===== src/include/mrs_defines.svh =====
// Constants for the motor run and speed-select block
// Assumes inclusion ahead of mrs_pkg and every design module of the block
`ifndef MRS_DEFINES_SVH
`define MRS_DEFINES_SVH
// Clock and timing, times in ms as printed
`define MRS_CLK_HZ       10000000
`define MRS_TICK_MS      1
`define MRS_RECOG_MS     10
`define MRS_HOLD_MS      100
`define MRS_INST_MS      400
`define MRS_UNIT_MS      100
`define MRS_REMOTE_RPM   16'h03e8
// APB byte offsets and data-set page number
`define MRS_OFS_CTRL     12'h000
`define MRS_OFS_REMOTE   12'h004
`define MRS_OFS_STATUS   12'h008
`define MRS_DATA_PAGE    7'h01
// Control bit positions and reset values
`define MRS_CTRL_EXT     0
`define MRS_CTRL_SWAP    1
`define MRS_CTRL_DECEL   2
`define MRS_CTRL_COAST   3
`define MRS_CTRL_RST     4'h4
`define MRS_SPEED_RST    16'h012c
`define MRS_TIME_RST     8'h05
`endif


===== src/include/mrs_pkg.sv =====
// Types of the motor run and speed-select block
// Assumes mrs_defines.svh supplies the numeric constants
package mrs_pkg;
  // Run sequencer states
  typedef enum logic [2:0] {ST_IDLE, ST_RUN, ST_DECEL, ST_HOLD, ST_INST} mrs_state_t;
endpackage


===== src/mrs_run_select.sv =====
// Run control, data-set selection and brake sequencing with an APB register file
// Assumes pins asynchronous to pclk and an APB master that holds each request
//
// The placing of the registers and the APB interface to the registers were decided locally.
`timescale 1ns/10ps
`include "mrs_defines.svh"
module mrs_run_select
  import mrs_pkg::*;
#(
  parameter int TICK_CYC = `MRS_CLK_HZ / 1000 * `MRS_TICK_MS,
  parameter int UNIT_CYC = `MRS_CLK_HZ / 1000 * `MRS_UNIT_MS
)
(
  // Clock and reset
  input  wire logic        pclk,
  input  wire logic        presetn,
  // APB slave
  input  wire logic        psel,
  input  wire logic        penable,
  input  wire logic        pwrite,
  input  wire logic [11:0] paddr,
  input  wire logic [31:0] pwdata,
  input  wire logic [3:0]  pstrb,
  output logic      [31:0] prdata,
  output logic             pready,
  output logic             pslverr,
  // Control pins
  input  wire logic        forward_run_input,
  input  wire logic        reverse_run_input,
  input  wire logic        data_select_bit0,
  input  wire logic        data_select_bit1,
  input  wire logic        brake_free_input,
  // Drive outputs
  output logic             motor_on,
  output logic             dir_cw,
  output logic      [15:0] speed_cmd,
  output logic             brake_release,
  output logic             stop_braking,
  output logic             stop_hold
);
  // ---------------------------------------------------------------
  // Constants and declarations
  // ---------------------------------------------------------------
  localparam logic [9:0] HOLD_T  = 10'(`MRS_HOLD_MS / `MRS_TICK_MS);
  localparam logic [9:0] INST_T  = 10'(`MRS_INST_MS / `MRS_TICK_MS);
  localparam int         RECOG_T = `MRS_RECOG_MS / `MRS_TICK_MS;

  mrs_state_t  state_q;
  mrs_state_t  state_d;
  logic [23:0] tdiv_q;
  logic        tick_q;
  logic [9:0]  cnt_q;
  logic [3:0]  ctrl_q;
  logic [15:0] remote_q;
  logic [15:0] spd_set_q [4];
  logic [15:0] tim_q [4];
  logic        start_fwd_q;
  logic [31:0] prdata_q;
  logic        pready_q;
  logic        pslverr_q;
  logic        motor_on_q;
  logic        dir_cw_q;
  logic        brake_rel_q;
  logic        braking_q;
  logic        hold_q;
  logic [4:0]  filt_w;
  logic [15:0] speed_w;

  // Byte-lane merge of a write into a register word
  function automatic logic [31:0] mrs_merge(input logic [31:0] old_v,
                                            input logic [31:0] new_v,
                                            input logic [3:0]  strb);
    logic [31:0] m;
    m = {{8{strb[3]}}, {8{strb[2]}}, {8{strb[1]}}, {8{strb[0]}}};
    return (old_v & ~m) | (new_v & m);
  endfunction

  // ---------------------------------------------------------------
  // Time base and input filter
  // ---------------------------------------------------------------
  // One-cycle millisecond tick
  always_ff @(posedge pclk or negedge presetn)
  begin
    if (!presetn)
    begin
      tdiv_q <= 24'h000000;
      tick_q <= 1'b0;
    end
    else
    begin
      tick_q <= tdiv_q == 24'(TICK_CYC - 1);
      tdiv_q <= (tdiv_q == 24'(TICK_CYC - 1)) ? 24'h000000 : tdiv_q + 24'h000001;
    end
  end

  // Synchronised and stable pin levels
  mrs_debounce #(
    .W   (5),
    .CNT (RECOG_T)
  ) u_deb (
    .pclk    (pclk),
    .presetn (presetn),
    .tick    (tick_q),
    .raw     ({brake_free_input, data_select_bit1, data_select_bit0,
                reverse_run_input, forward_run_input}),
    .filt    (filt_w)
  );

  // Named pin levels and run decode
  wire       fwd_f        = filt_w[0];
  wire       rev_f        = filt_w[1];
  wire [1:0] data_no_w    = filt_w[3:2];
  wire       free_f       = filt_w[4];
  wire       run_one_w    = fwd_f ^ rev_f;
  wire       both_w       = fwd_f & rev_f;
  wire       start_held_w = start_fwd_q ? fwd_f : rev_f;

  // ---------------------------------------------------------------
  // APB register file
  // ---------------------------------------------------------------
  // Address decode; data sets are pairs of words in one page
  wire       hit_ctrl_w   = paddr == `MRS_OFS_CTRL;
  wire       hit_remote_w = paddr == `MRS_OFS_REMOTE;
  wire       hit_status_w = paddr == `MRS_OFS_STATUS;
  wire       hit_data_w   = paddr[11:5] == `MRS_DATA_PAGE && paddr[1:0] == 2'h0;
  wire [1:0] set_w        = paddr[4:3];
  wire       hi_w         = paddr[2];
  wire       map_w        = hit_ctrl_w | hit_remote_w | hit_status_w | hit_data_w;
  wire       wr_w         = psel & penable & pwrite & pready_q;

  // Status word: sequencer state, selected set, present speed
  wire [31:0] status_w = {speed_w, 10'h000, data_no_w, 1'b0, state_q};

  // Read selection
  wire [15:0] data_rd_w = hi_w ? tim_q[set_w] : spd_set_q[set_w];
  wire [31:0] rd_w = hit_ctrl_w   ? {28'h0000000, ctrl_q} :
                     hit_remote_w ? {16'h0000, remote_q} :
                     hit_status_w ? status_w :
                     hit_data_w   ? {16'h0000, data_rd_w} : 32'h00000000;

  // Write data after byte-lane merge
  wire [31:0] ctrl_wr_w   = mrs_merge({28'h0000000, ctrl_q}, pwdata, pstrb);
  wire [31:0] remote_wr_w = mrs_merge({16'h0000, remote_q}, pwdata, pstrb);
  wire [31:0] data_wr_w   = mrs_merge({16'h0000, data_rd_w}, pwdata, pstrb);

  // Answer in the access cycle: read data and error loaded at setup
  always_ff @(posedge pclk or negedge presetn)
  begin
    if (!presetn)
    begin
      prdata_q  <= 32'h00000000;
      pready_q  <= 1'b0;
      pslverr_q <= 1'b0;
    end
    else
    begin
      pready_q  <= psel & ~penable;
      pslverr_q <= psel & ~penable & ~map_w;
      if (psel && !penable) prdata_q <= pwrite ? 32'h00000000 : rd_w;
    end
  end

  // Control and remote speed registers
  always_ff @(posedge pclk or negedge presetn)
  begin
    if (!presetn)
    begin
      ctrl_q   <= `MRS_CTRL_RST;
      remote_q <= 16'h0000;
    end
    else
    begin
      if (wr_w && hit_ctrl_w) ctrl_q <= ctrl_wr_w[3:0];
      if (wr_w && hit_remote_w) remote_q <= remote_wr_w[15:0];
    end
  end

  // Operation data sets: speed word and ramp-time word
  always_ff @(posedge pclk or negedge presetn)
  begin
    if (!presetn)
    begin
      for (int i = 0; i < 4; i++)
      begin
        spd_set_q[i] <= `MRS_SPEED_RST;
        tim_q[i]     <= {`MRS_TIME_RST, `MRS_TIME_RST};
      end
    end
    else if (wr_w && hit_data_w)
    begin
      if (hi_w) tim_q[set_w] <= data_wr_w[15:0];
      else spd_set_q[set_w] <= data_wr_w[15:0];
    end
  end

  // ---------------------------------------------------------------
  // Speed selection and ramp
  // ---------------------------------------------------------------
  // Set 0 may follow the remote command; other sets use stored speeds
  wire        remote_w = ctrl_q[`MRS_CTRL_EXT] && data_no_w == 2'h0;
  wire [15:0] tgt_w    = remote_w ? remote_q : spd_set_q[data_no_w];
  wire [15:0] tim_w    = tim_q[data_no_w];
  wire [15:0] ramp_tgt_w = (state_q == ST_RUN) ? tgt_w : 16'h0000;
  wire        zero_w   = state_q == ST_IDLE || state_q == ST_INST;

  // Ramp toward the running target, or to zero in a deceleration stop
  mrs_ramp #(
    .UNIT_CYC (UNIT_CYC)
  ) u_ramp (
    .pclk    (pclk),
    .presetn (presetn),
    .target  (ramp_tgt_w),
    .acc_t   (tim_w[7:0]),
    .dec_t   (tim_w[15:8]),
    .remote  (remote_w),
    .zero    (zero_w),
    .speed   (speed_w)
  );

  // ---------------------------------------------------------------
  // Run sequencer
  // ---------------------------------------------------------------
  // Next state from run inputs, speed and stop timers
  always_comb
  begin
    state_d = state_q;
    unique case (state_q)
      ST_IDLE:
      begin
        if (run_one_w) state_d = ST_RUN;
      end
      ST_RUN:
      begin
        if (both_w) state_d = ST_INST;
        else if (!start_held_w)
          state_d = ctrl_q[`MRS_CTRL_COAST] ? ST_IDLE : ST_DECEL;
      end
      ST_DECEL:
      begin
        if (both_w) state_d = ST_INST;
        else if (speed_w == 16'h0000)
          state_d = ctrl_q[`MRS_CTRL_DECEL] ? ST_HOLD : ST_IDLE;
      end
      ST_HOLD:
      begin
        if (tick_q && cnt_q == HOLD_T - 10'h001) state_d = ST_IDLE;
      end
      ST_INST:
      begin
        if (tick_q && cnt_q == INST_T - 10'h001) state_d = ST_IDLE;
      end
    endcase
  end

  // State, stop timer and start latch
  always_ff @(posedge pclk or negedge presetn)
  begin
    if (!presetn)
    begin
      state_q     <= ST_IDLE;
      cnt_q       <= 10'h000;
      start_fwd_q <= 1'b0;
    end
    else
    begin
      state_q <= state_d;
      if (state_d != state_q) cnt_q <= 10'h000;
      else if (tick_q) cnt_q <= cnt_q + 10'h001;
      if (state_q == ST_IDLE && run_one_w) start_fwd_q <= fwd_f;
    end
  end

  // ---------------------------------------------------------------
  // Drive outputs
  // ---------------------------------------------------------------
  // Outputs follow the next state so they line up with state_q
  always_ff @(posedge pclk or negedge presetn)
  begin
    if (!presetn)
    begin
      motor_on_q  <= 1'b0;
      dir_cw_q    <= 1'b0;
      brake_rel_q <= 1'b0;
      braking_q   <= 1'b0;
      hold_q      <= 1'b0;
    end
    else
    begin
      motor_on_q  <= state_d inside {ST_RUN, ST_DECEL, ST_HOLD};
      brake_rel_q <= (state_d inside {ST_RUN, ST_DECEL}) | free_f;
      braking_q   <= state_d == ST_INST;
      hold_q      <= state_d == ST_HOLD;
      if (state_q == ST_IDLE && run_one_w)
        dir_cw_q <= fwd_f ^ ctrl_q[`MRS_CTRL_SWAP];
    end
  end

  assign prdata        = prdata_q;
  assign pready        = pready_q;
  assign pslverr       = pslverr_q;
  assign motor_on      = motor_on_q;
  assign dir_cw        = dir_cw_q;
  assign speed_cmd     = speed_w;
  assign brake_release = brake_rel_q;
  assign stop_braking  = braking_q;
  assign stop_hold     = hold_q;

  // Cycles spent in the current stop phase
  logic [31:0] dur_q;
  always_ff @(posedge pclk or negedge presetn)
  begin
    if (!presetn) dur_q <= 32'h00000000;
    else if (hold_q || braking_q) dur_q <= dur_q + 32'h00000001;
    else dur_q <= 32'h00000000;
  end
endmodule


===== src/mrs_debounce.sv =====
// Input synchroniser and stability filter for the run and select pins
// Assumes a one-cycle tick enable from the top-level divider
`timescale 1ns/10ps
module mrs_debounce
  import mrs_pkg::*;
#(
  parameter int W   = 5,
  parameter int CNT = 10
)
(
  // Clock and reset
  input  wire logic         pclk,
  input  wire logic         presetn,
  // Tick and raw pins
  input  wire logic         tick,
  input  wire logic [W-1:0] raw,
  // Accepted levels
  output logic      [W-1:0] filt
);
  logic [W-1:0] s1_q;
  logic [W-1:0] s2_q;
  logic [W-1:0] filt_q;
  logic [7:0]   cnt_q [W];

  assign filt = filt_q;

  // Two-flop synchroniser, then a per-bit stability count in ticks
  always_ff @(posedge pclk or negedge presetn)
  begin
    if (!presetn)
    begin
      s1_q   <= '0;
      s2_q   <= '0;
      filt_q <= '0;
      for (int i = 0; i < W; i++) cnt_q[i] <= 8'h00;
    end
    else
    begin
      s1_q <= raw;
      s2_q <= s1_q;
      for (int i = 0; i < W; i++)
      begin
        if (s2_q[i] == filt_q[i]) cnt_q[i] <= 8'h00;
        else if (tick && cnt_q[i] == 8'(CNT - 1))
        begin
          filt_q[i] <= s2_q[i];
          cnt_q[i]  <= 8'h00;
        end
        else if (tick) cnt_q[i] <= cnt_q[i] + 8'h01;
      end
    end
  end

  // A level is taken only after the full count of stable ticks
  for (genvar g = 0; g < W; g++)
  begin : g_chk

  end
endmodule


===== src/mrs_ramp.sv =====
// Speed ramp generator: one r/min steps paced by a phase accumulator
// Assumes ramp times in tenths of a second and a fixed clock rate
`timescale 1ns/10ps
`include "mrs_defines.svh"
module mrs_ramp
  import mrs_pkg::*;
#(
  parameter int UNIT_CYC = 1000000
)
(
  // Clock and reset
  input  wire logic        pclk,
  input  wire logic        presetn,
  // Target and ramp times
  input  wire logic [15:0] target,
  input  wire logic [7:0]  acc_t,
  input  wire logic [7:0]  dec_t,
  input  wire logic        remote,
  input  wire logic        zero,
  // Present speed
  output logic      [15:0] speed
);
  logic [15:0] spd_q;
  logic [15:0] tgt_q;
  logic [15:0] span_q;
  logic [27:0] acc_q;

  // Step pacing: span r/min spread over the selected time
  wire        up_w     = target > spd_q;
  wire [7:0]  t_w      = up_w ? acc_t : dec_t;
  wire [27:0] thr_w    = 28'(t_w) * 28'(UNIT_CYC);
  wire [15:0] diff_w   = up_w ? target - spd_q : spd_q - target;
  wire        reload_w = target != tgt_q;
  wire [27:0] sum_w    = acc_q + 28'(span_q);
  wire        step_w   = !reload_w && spd_q != target && sum_w >= thr_w;

  assign speed = spd_q;

  // Span reload on a new target, then stepping toward it
  always_ff @(posedge pclk or negedge presetn)
  begin
    if (!presetn)
    begin
      spd_q  <= 16'h0000;
      tgt_q  <= 16'h0000;
      span_q <= 16'h0000;
      acc_q  <= 28'h0000000;
    end
    else if (zero)
    begin
      spd_q <= 16'h0000;
      tgt_q <= 16'h0000;
      acc_q <= 28'h0000000;
    end
    else if (reload_w)
    begin
      tgt_q  <= target;
      span_q <= remote ? `MRS_REMOTE_RPM : diff_w;
      acc_q  <= 28'h0000000;
    end
    else if (step_w)
    begin
      spd_q <= up_w ? spd_q + 16'h0001 : spd_q - 16'h0001;
      acc_q <= sum_w - thr_w;
    end
    else if (spd_q != target) acc_q <= sum_w;
  end
endmodule


===== config.mk =====
export PLATFORM = sky130hd
export DESIGN_NAME = mrs_run_select
export DESIGN_NICKNAME = d
export VERILOG_FILES = /design/src/include/mrs_pkg.sv /design/src/mrs_run_select.sv /design/src/mrs_debounce.sv /design/src/mrs_ramp.sv
export VERILOG_INCLUDE_DIRS = /design/src /design/src/include
export SDC_FILE = /design/constraint.sdc
export NUM_CORES = 1
export LEC_CHECK = 0
export BUFFER_PORTS_ARGS = -buffer_cell sky130_fd_sc_hd__clkbuf_2
export CAP_MARGIN = 20
export CORE_UTILIZATION = 57
export DETAILED_ROUTE_END_ITERATION = 6
export GPL_ROUTABILITY_DRIVEN = 0
export GPL_TIMING_DRIVEN = 1
export PLACE_DENSITY = 0.88
export SYNTH_ARGS = -nofsm -noshare
export SYNTH_HDL_FRONTEND = slang
export SYNTH_SLANG_ARGS = --single-unit

===== constraint.sdc =====
create_clock -name pclk -period 9.71 [get_ports pclk]
set_clock_uncertainty 0.1 [all_clocks]
set_input_delay 1.942 -clock pclk [delete_from_list [all_inputs] [get_ports pclk]]
set_output_delay 1.942 -clock pclk [all_outputs]
set_load 0.02 [all_outputs]

==> impl_metrics.csv <==
group,metric,value,unit
floorplan,start_util,0.581,
yosys,synth.distinct_cells,92,
flow_run,maxCapViolations,0,
yosys,avgSynthCellArea,10.4,um^2
power,pwr-share-clk,0.497,
hold_path,hold_path_class,"flip-flop to flip-flop",
worst_setup_path,path_delay_family,"adder cells",
power,ir_worst_vdd,0.103,mV
floorplan,core-area,40000,um^2
power,switching_share,0.231,
worst_setup_path,worstPathMaxFanout,14,
yosys,syn_inst,2224,
placement,dp_hpwl,45100,um
final_layout,area_delta_synth_final,12.6,%
floorplan,dieWidth,204,um
routing,drc,0,
cts,clkLatencyLatePin,580,ps
timing,hold_viol,0,
routing,avgRoutedWirePerCell,22.5,um
cts,cts_tree,"built",
worst_setup_path,max_stage_delay,500,ps
power,p_total,3.15,mW
timing,fin_crit_sh,0.985,
power,power.combinational.fraction,0.029,
timing,timing.hold.ws,251,ps
floorplan,pin_count,113,
floorplan,die-height,204,um
floorplan,die_area,41600,um^2
cts,clock_sinks,357,
final_layout,nNetsFinal,2579,
worst_setup_path,cp.arrival,9890,ps
placement,place_inst,2824,
global_routing,grt_use_total,0.312,
routing,drt_iter0_markers,2085,
timing,rsz0062_at_grt,"yes",
worst_setup_path,crit_path_end_kind,"flip-flop",
final_layout,fin_util,0.654,
routing,avgViaCountPerCell,6.58,
final_layout,drive_gt1_frac,0.243,
routing,vias,19100,
worst_setup_path,crit_path_start_kind,"flip-flop",
worst_setup_path,critPathSlowestCell,"dfrtp_2",
hold_path,whs_path_depth,0,
floorplan,rows,73,
global_routing,grt_pass1_wl,102000,um
cts,clockBufferDepth,3,
timing,worst_pin_slew,1130,ps
worst_setup_path,cp_num_buf_inv,6,
status,status,"finished, final reports clean",
timing,relSlewSlack,0.226,
worst_setup_path,worst-path-stages,36,
worst_setup_path,crit_type,"flip-flop to flip-flop",
cts,h-tree-depth,2,
worst_setup_path,crit_top_cell,"ha_1",
yosys,ys_seq_elements,357,
timing,slew_violations,0,
final_layout,final_common_cell,"dfrtp_1",
global_routing,overflow,0,
yosys,synth_edf_count,0,
final_layout,multi_input_area,13500,um^2
final_layout,design_area,26200,um^2
yosys,synth-async-reset-ratio,1.00,
final_layout,final_cell_mix,"dfrtp_1, mux2_2, nand2_1",
yosys,syn_nets,2453,
global_routing,antenna_found_initial,0,
timing,tns,0,ps
routing,drt_pass1_iterations,6,
final_layout,register_area,8980,um^2
placement,port_buffers,94,
power,p_seq_frac,0.474,
power,power_density,120,nW/um^2
placement,place_ws,-52.6,ps
timing,fin_crit,9570,ps
timing,fin_ws,144,ps
worst_setup_path,worstPathRequired,10040,ps
power,power_switching,729,uW
yosys,synth_area,23200,um^2
cts,cts_hold_buf,0,
final_layout,fill_cells,2738,
cts,cts-root-buf,"clkbuf_16",
timing,max_clock_freq,0.105,GHz
routing,ant_nets,0,
worst_setup_path,timing.reg2reg.worst_path_depth,36,
cts,cts_buffers,41,
final_layout,finalNonFillerCells,2909,
power,intPower,2.42,mW
placement,placed_cell_area,24600,um^2
routing,finalWirelength,65400,um
cts,path_clk_slew,60,ps
timing,setup_viol,0,
global_routing,grt_max_degree,176,
power,leakage,12.8,nW
yosys,yosysSeqAreaShare,0.386,
global_routing,grt_pass1_vias,19300,
yosys,synth-main-ff-cell,"dfrtp_1",
yosys,yosysWarnings,0,
-- flip-flops by register name (all words and copies together) (netlist names), 3 cells and up, named ones only --
| name | cells |
|---|---|
| prdata | 32 |
| u_deb.s2_q | 5 |
| u_deb.s1_q | 5 |
| u_ramp.span_q | 16 |
| tdiv_q | 24 |
| u_ramp.tgt_q | 16 |
| u_deb.filt | 5 |
| spd_set_q | 64 |
| tim_q | 64 |
| state_q | 3 |
| u_ramp.acc_q | 28 |
| u_deb.cnt_q | 40 |
| u_ramp.speed | 16 |
| cnt_q | 10 |
-- worst paths after layout --
check / from / end / slack, ps
setup / recovery: u_deb.filt[3] / u_ramp.speed[15] / 140
setup reg to reg: u_deb.filt[3] / u_ramp.speed[15] / 140
hold reg to reg: u_deb.s1_q[4] / u_deb.s2_q[4] / 250
hold / removal: u_deb.s1_q[4] / u_deb.s2_q[4] / 250
min in group asynchronous: presetn / spd_set_q[29] / 1360
max in group asynchronous: presetn / u_deb.filt[2] / 6620
-- cell usage after synthesis, drive strengths merged (6+ instances only) --
cell type / instances / area [um^2]
a211oi: 14 / 105
a21o: 31 / 233
a21oi: 76 / 384
a22o: 30 / 263
a22oi: 17 / 128
a31oi: 18 / 113
and2: 14 / 87.6
and3: 31 / 194
and4: 13 / 114
buf: 33 / 186
clkbuf: 49 / 184
dfrtp: 324 / 8110
dfstp: 33 / 867
fa: 21 / 420
ha: 150 / 1880
inv: 145 / 544
mux2: 199 / 2240
mux2i: 27 / 270
mux4: 59 / 1330
nand2: 161 / 604
nand2b: 28 / 178
nand3: 54 / 280
nand4: 34 / 213
nor2: 145 / 549
nor2b: 28 / 175
nor3: 31 / 165
nor3b: 6 / 50.1
nor4: 14 / 109
nor4b: 7 / 61.3
o211ai: 9 / 67.6
o21a: 10 / 75.1
o21ai: 126 / 631
o21bai: 6 / 45.0
o221ai: 9 / 78.8
o22ai: 13 / 81.3
o31ai: 11 / 87.6
or2: 16 / 103
or3: 11 / 68.8
xnor2: 62 / 543
xor2: 86 / 753
-- cell type report --
| type | count | area share |
|---|---|---|
| diodes | 3 | 0.000287 |
| clock inverters | 16 | 0.00660 |
| well taps | 525 | 0.0251 |
| repair buffers | 163 | 0.0414 |
| clock buffers | 58 | 0.0452 |
| multi-input cells | 1642 | 0.517 |
| flip-flops and latches | 357 | 0.343 |
| inverters | 145 | 0.0208 |
-- power groups by stage --
stage               Clock (mW)  Sequential (mW)  Combinational [mW]
finish                    1.56             1.49              0.0917
global route              1.63             1.49               0.100
CTS                       1.57             1.49              0.0914
detailed placement           0             1.52              0.0910
global placement             0             1.52              0.0875
floorplan                    0             1.52              0.0336
-- repair_timing --
| item | 4_1_cts | 5_1_grt |
|---|---|---|
| buffers inserted | 0 | 5 |
| endpoints found under the setup margin | 23 | 38 |
| cloned | 0 | 2 |
| pin swaps | 0 | 3 |
| resized for setup | 1 | 40 |
-- layer usage --
layer	up-vias	GRT usage	routed length, um
li1	8321	-	-
met1	9448	0.387	24200
met2	1103	0.514	31700
met3	266	0.0561	5850
met4	0	0.180	3670
met5	-	0	0
-- cell families after synthesis --
| logic type | share of synthesized area |
|---|---|
| xor+xnor | 0.0558 |
| mux | 0.165 |
| buf+inv | 0.0394 |
| compound gates | 0.123 |
| flops | 0.386 |
| simple gates | 0.131 |
| fa+ha+maj | 0.0989 |
(Power assumes the default switching activity.)
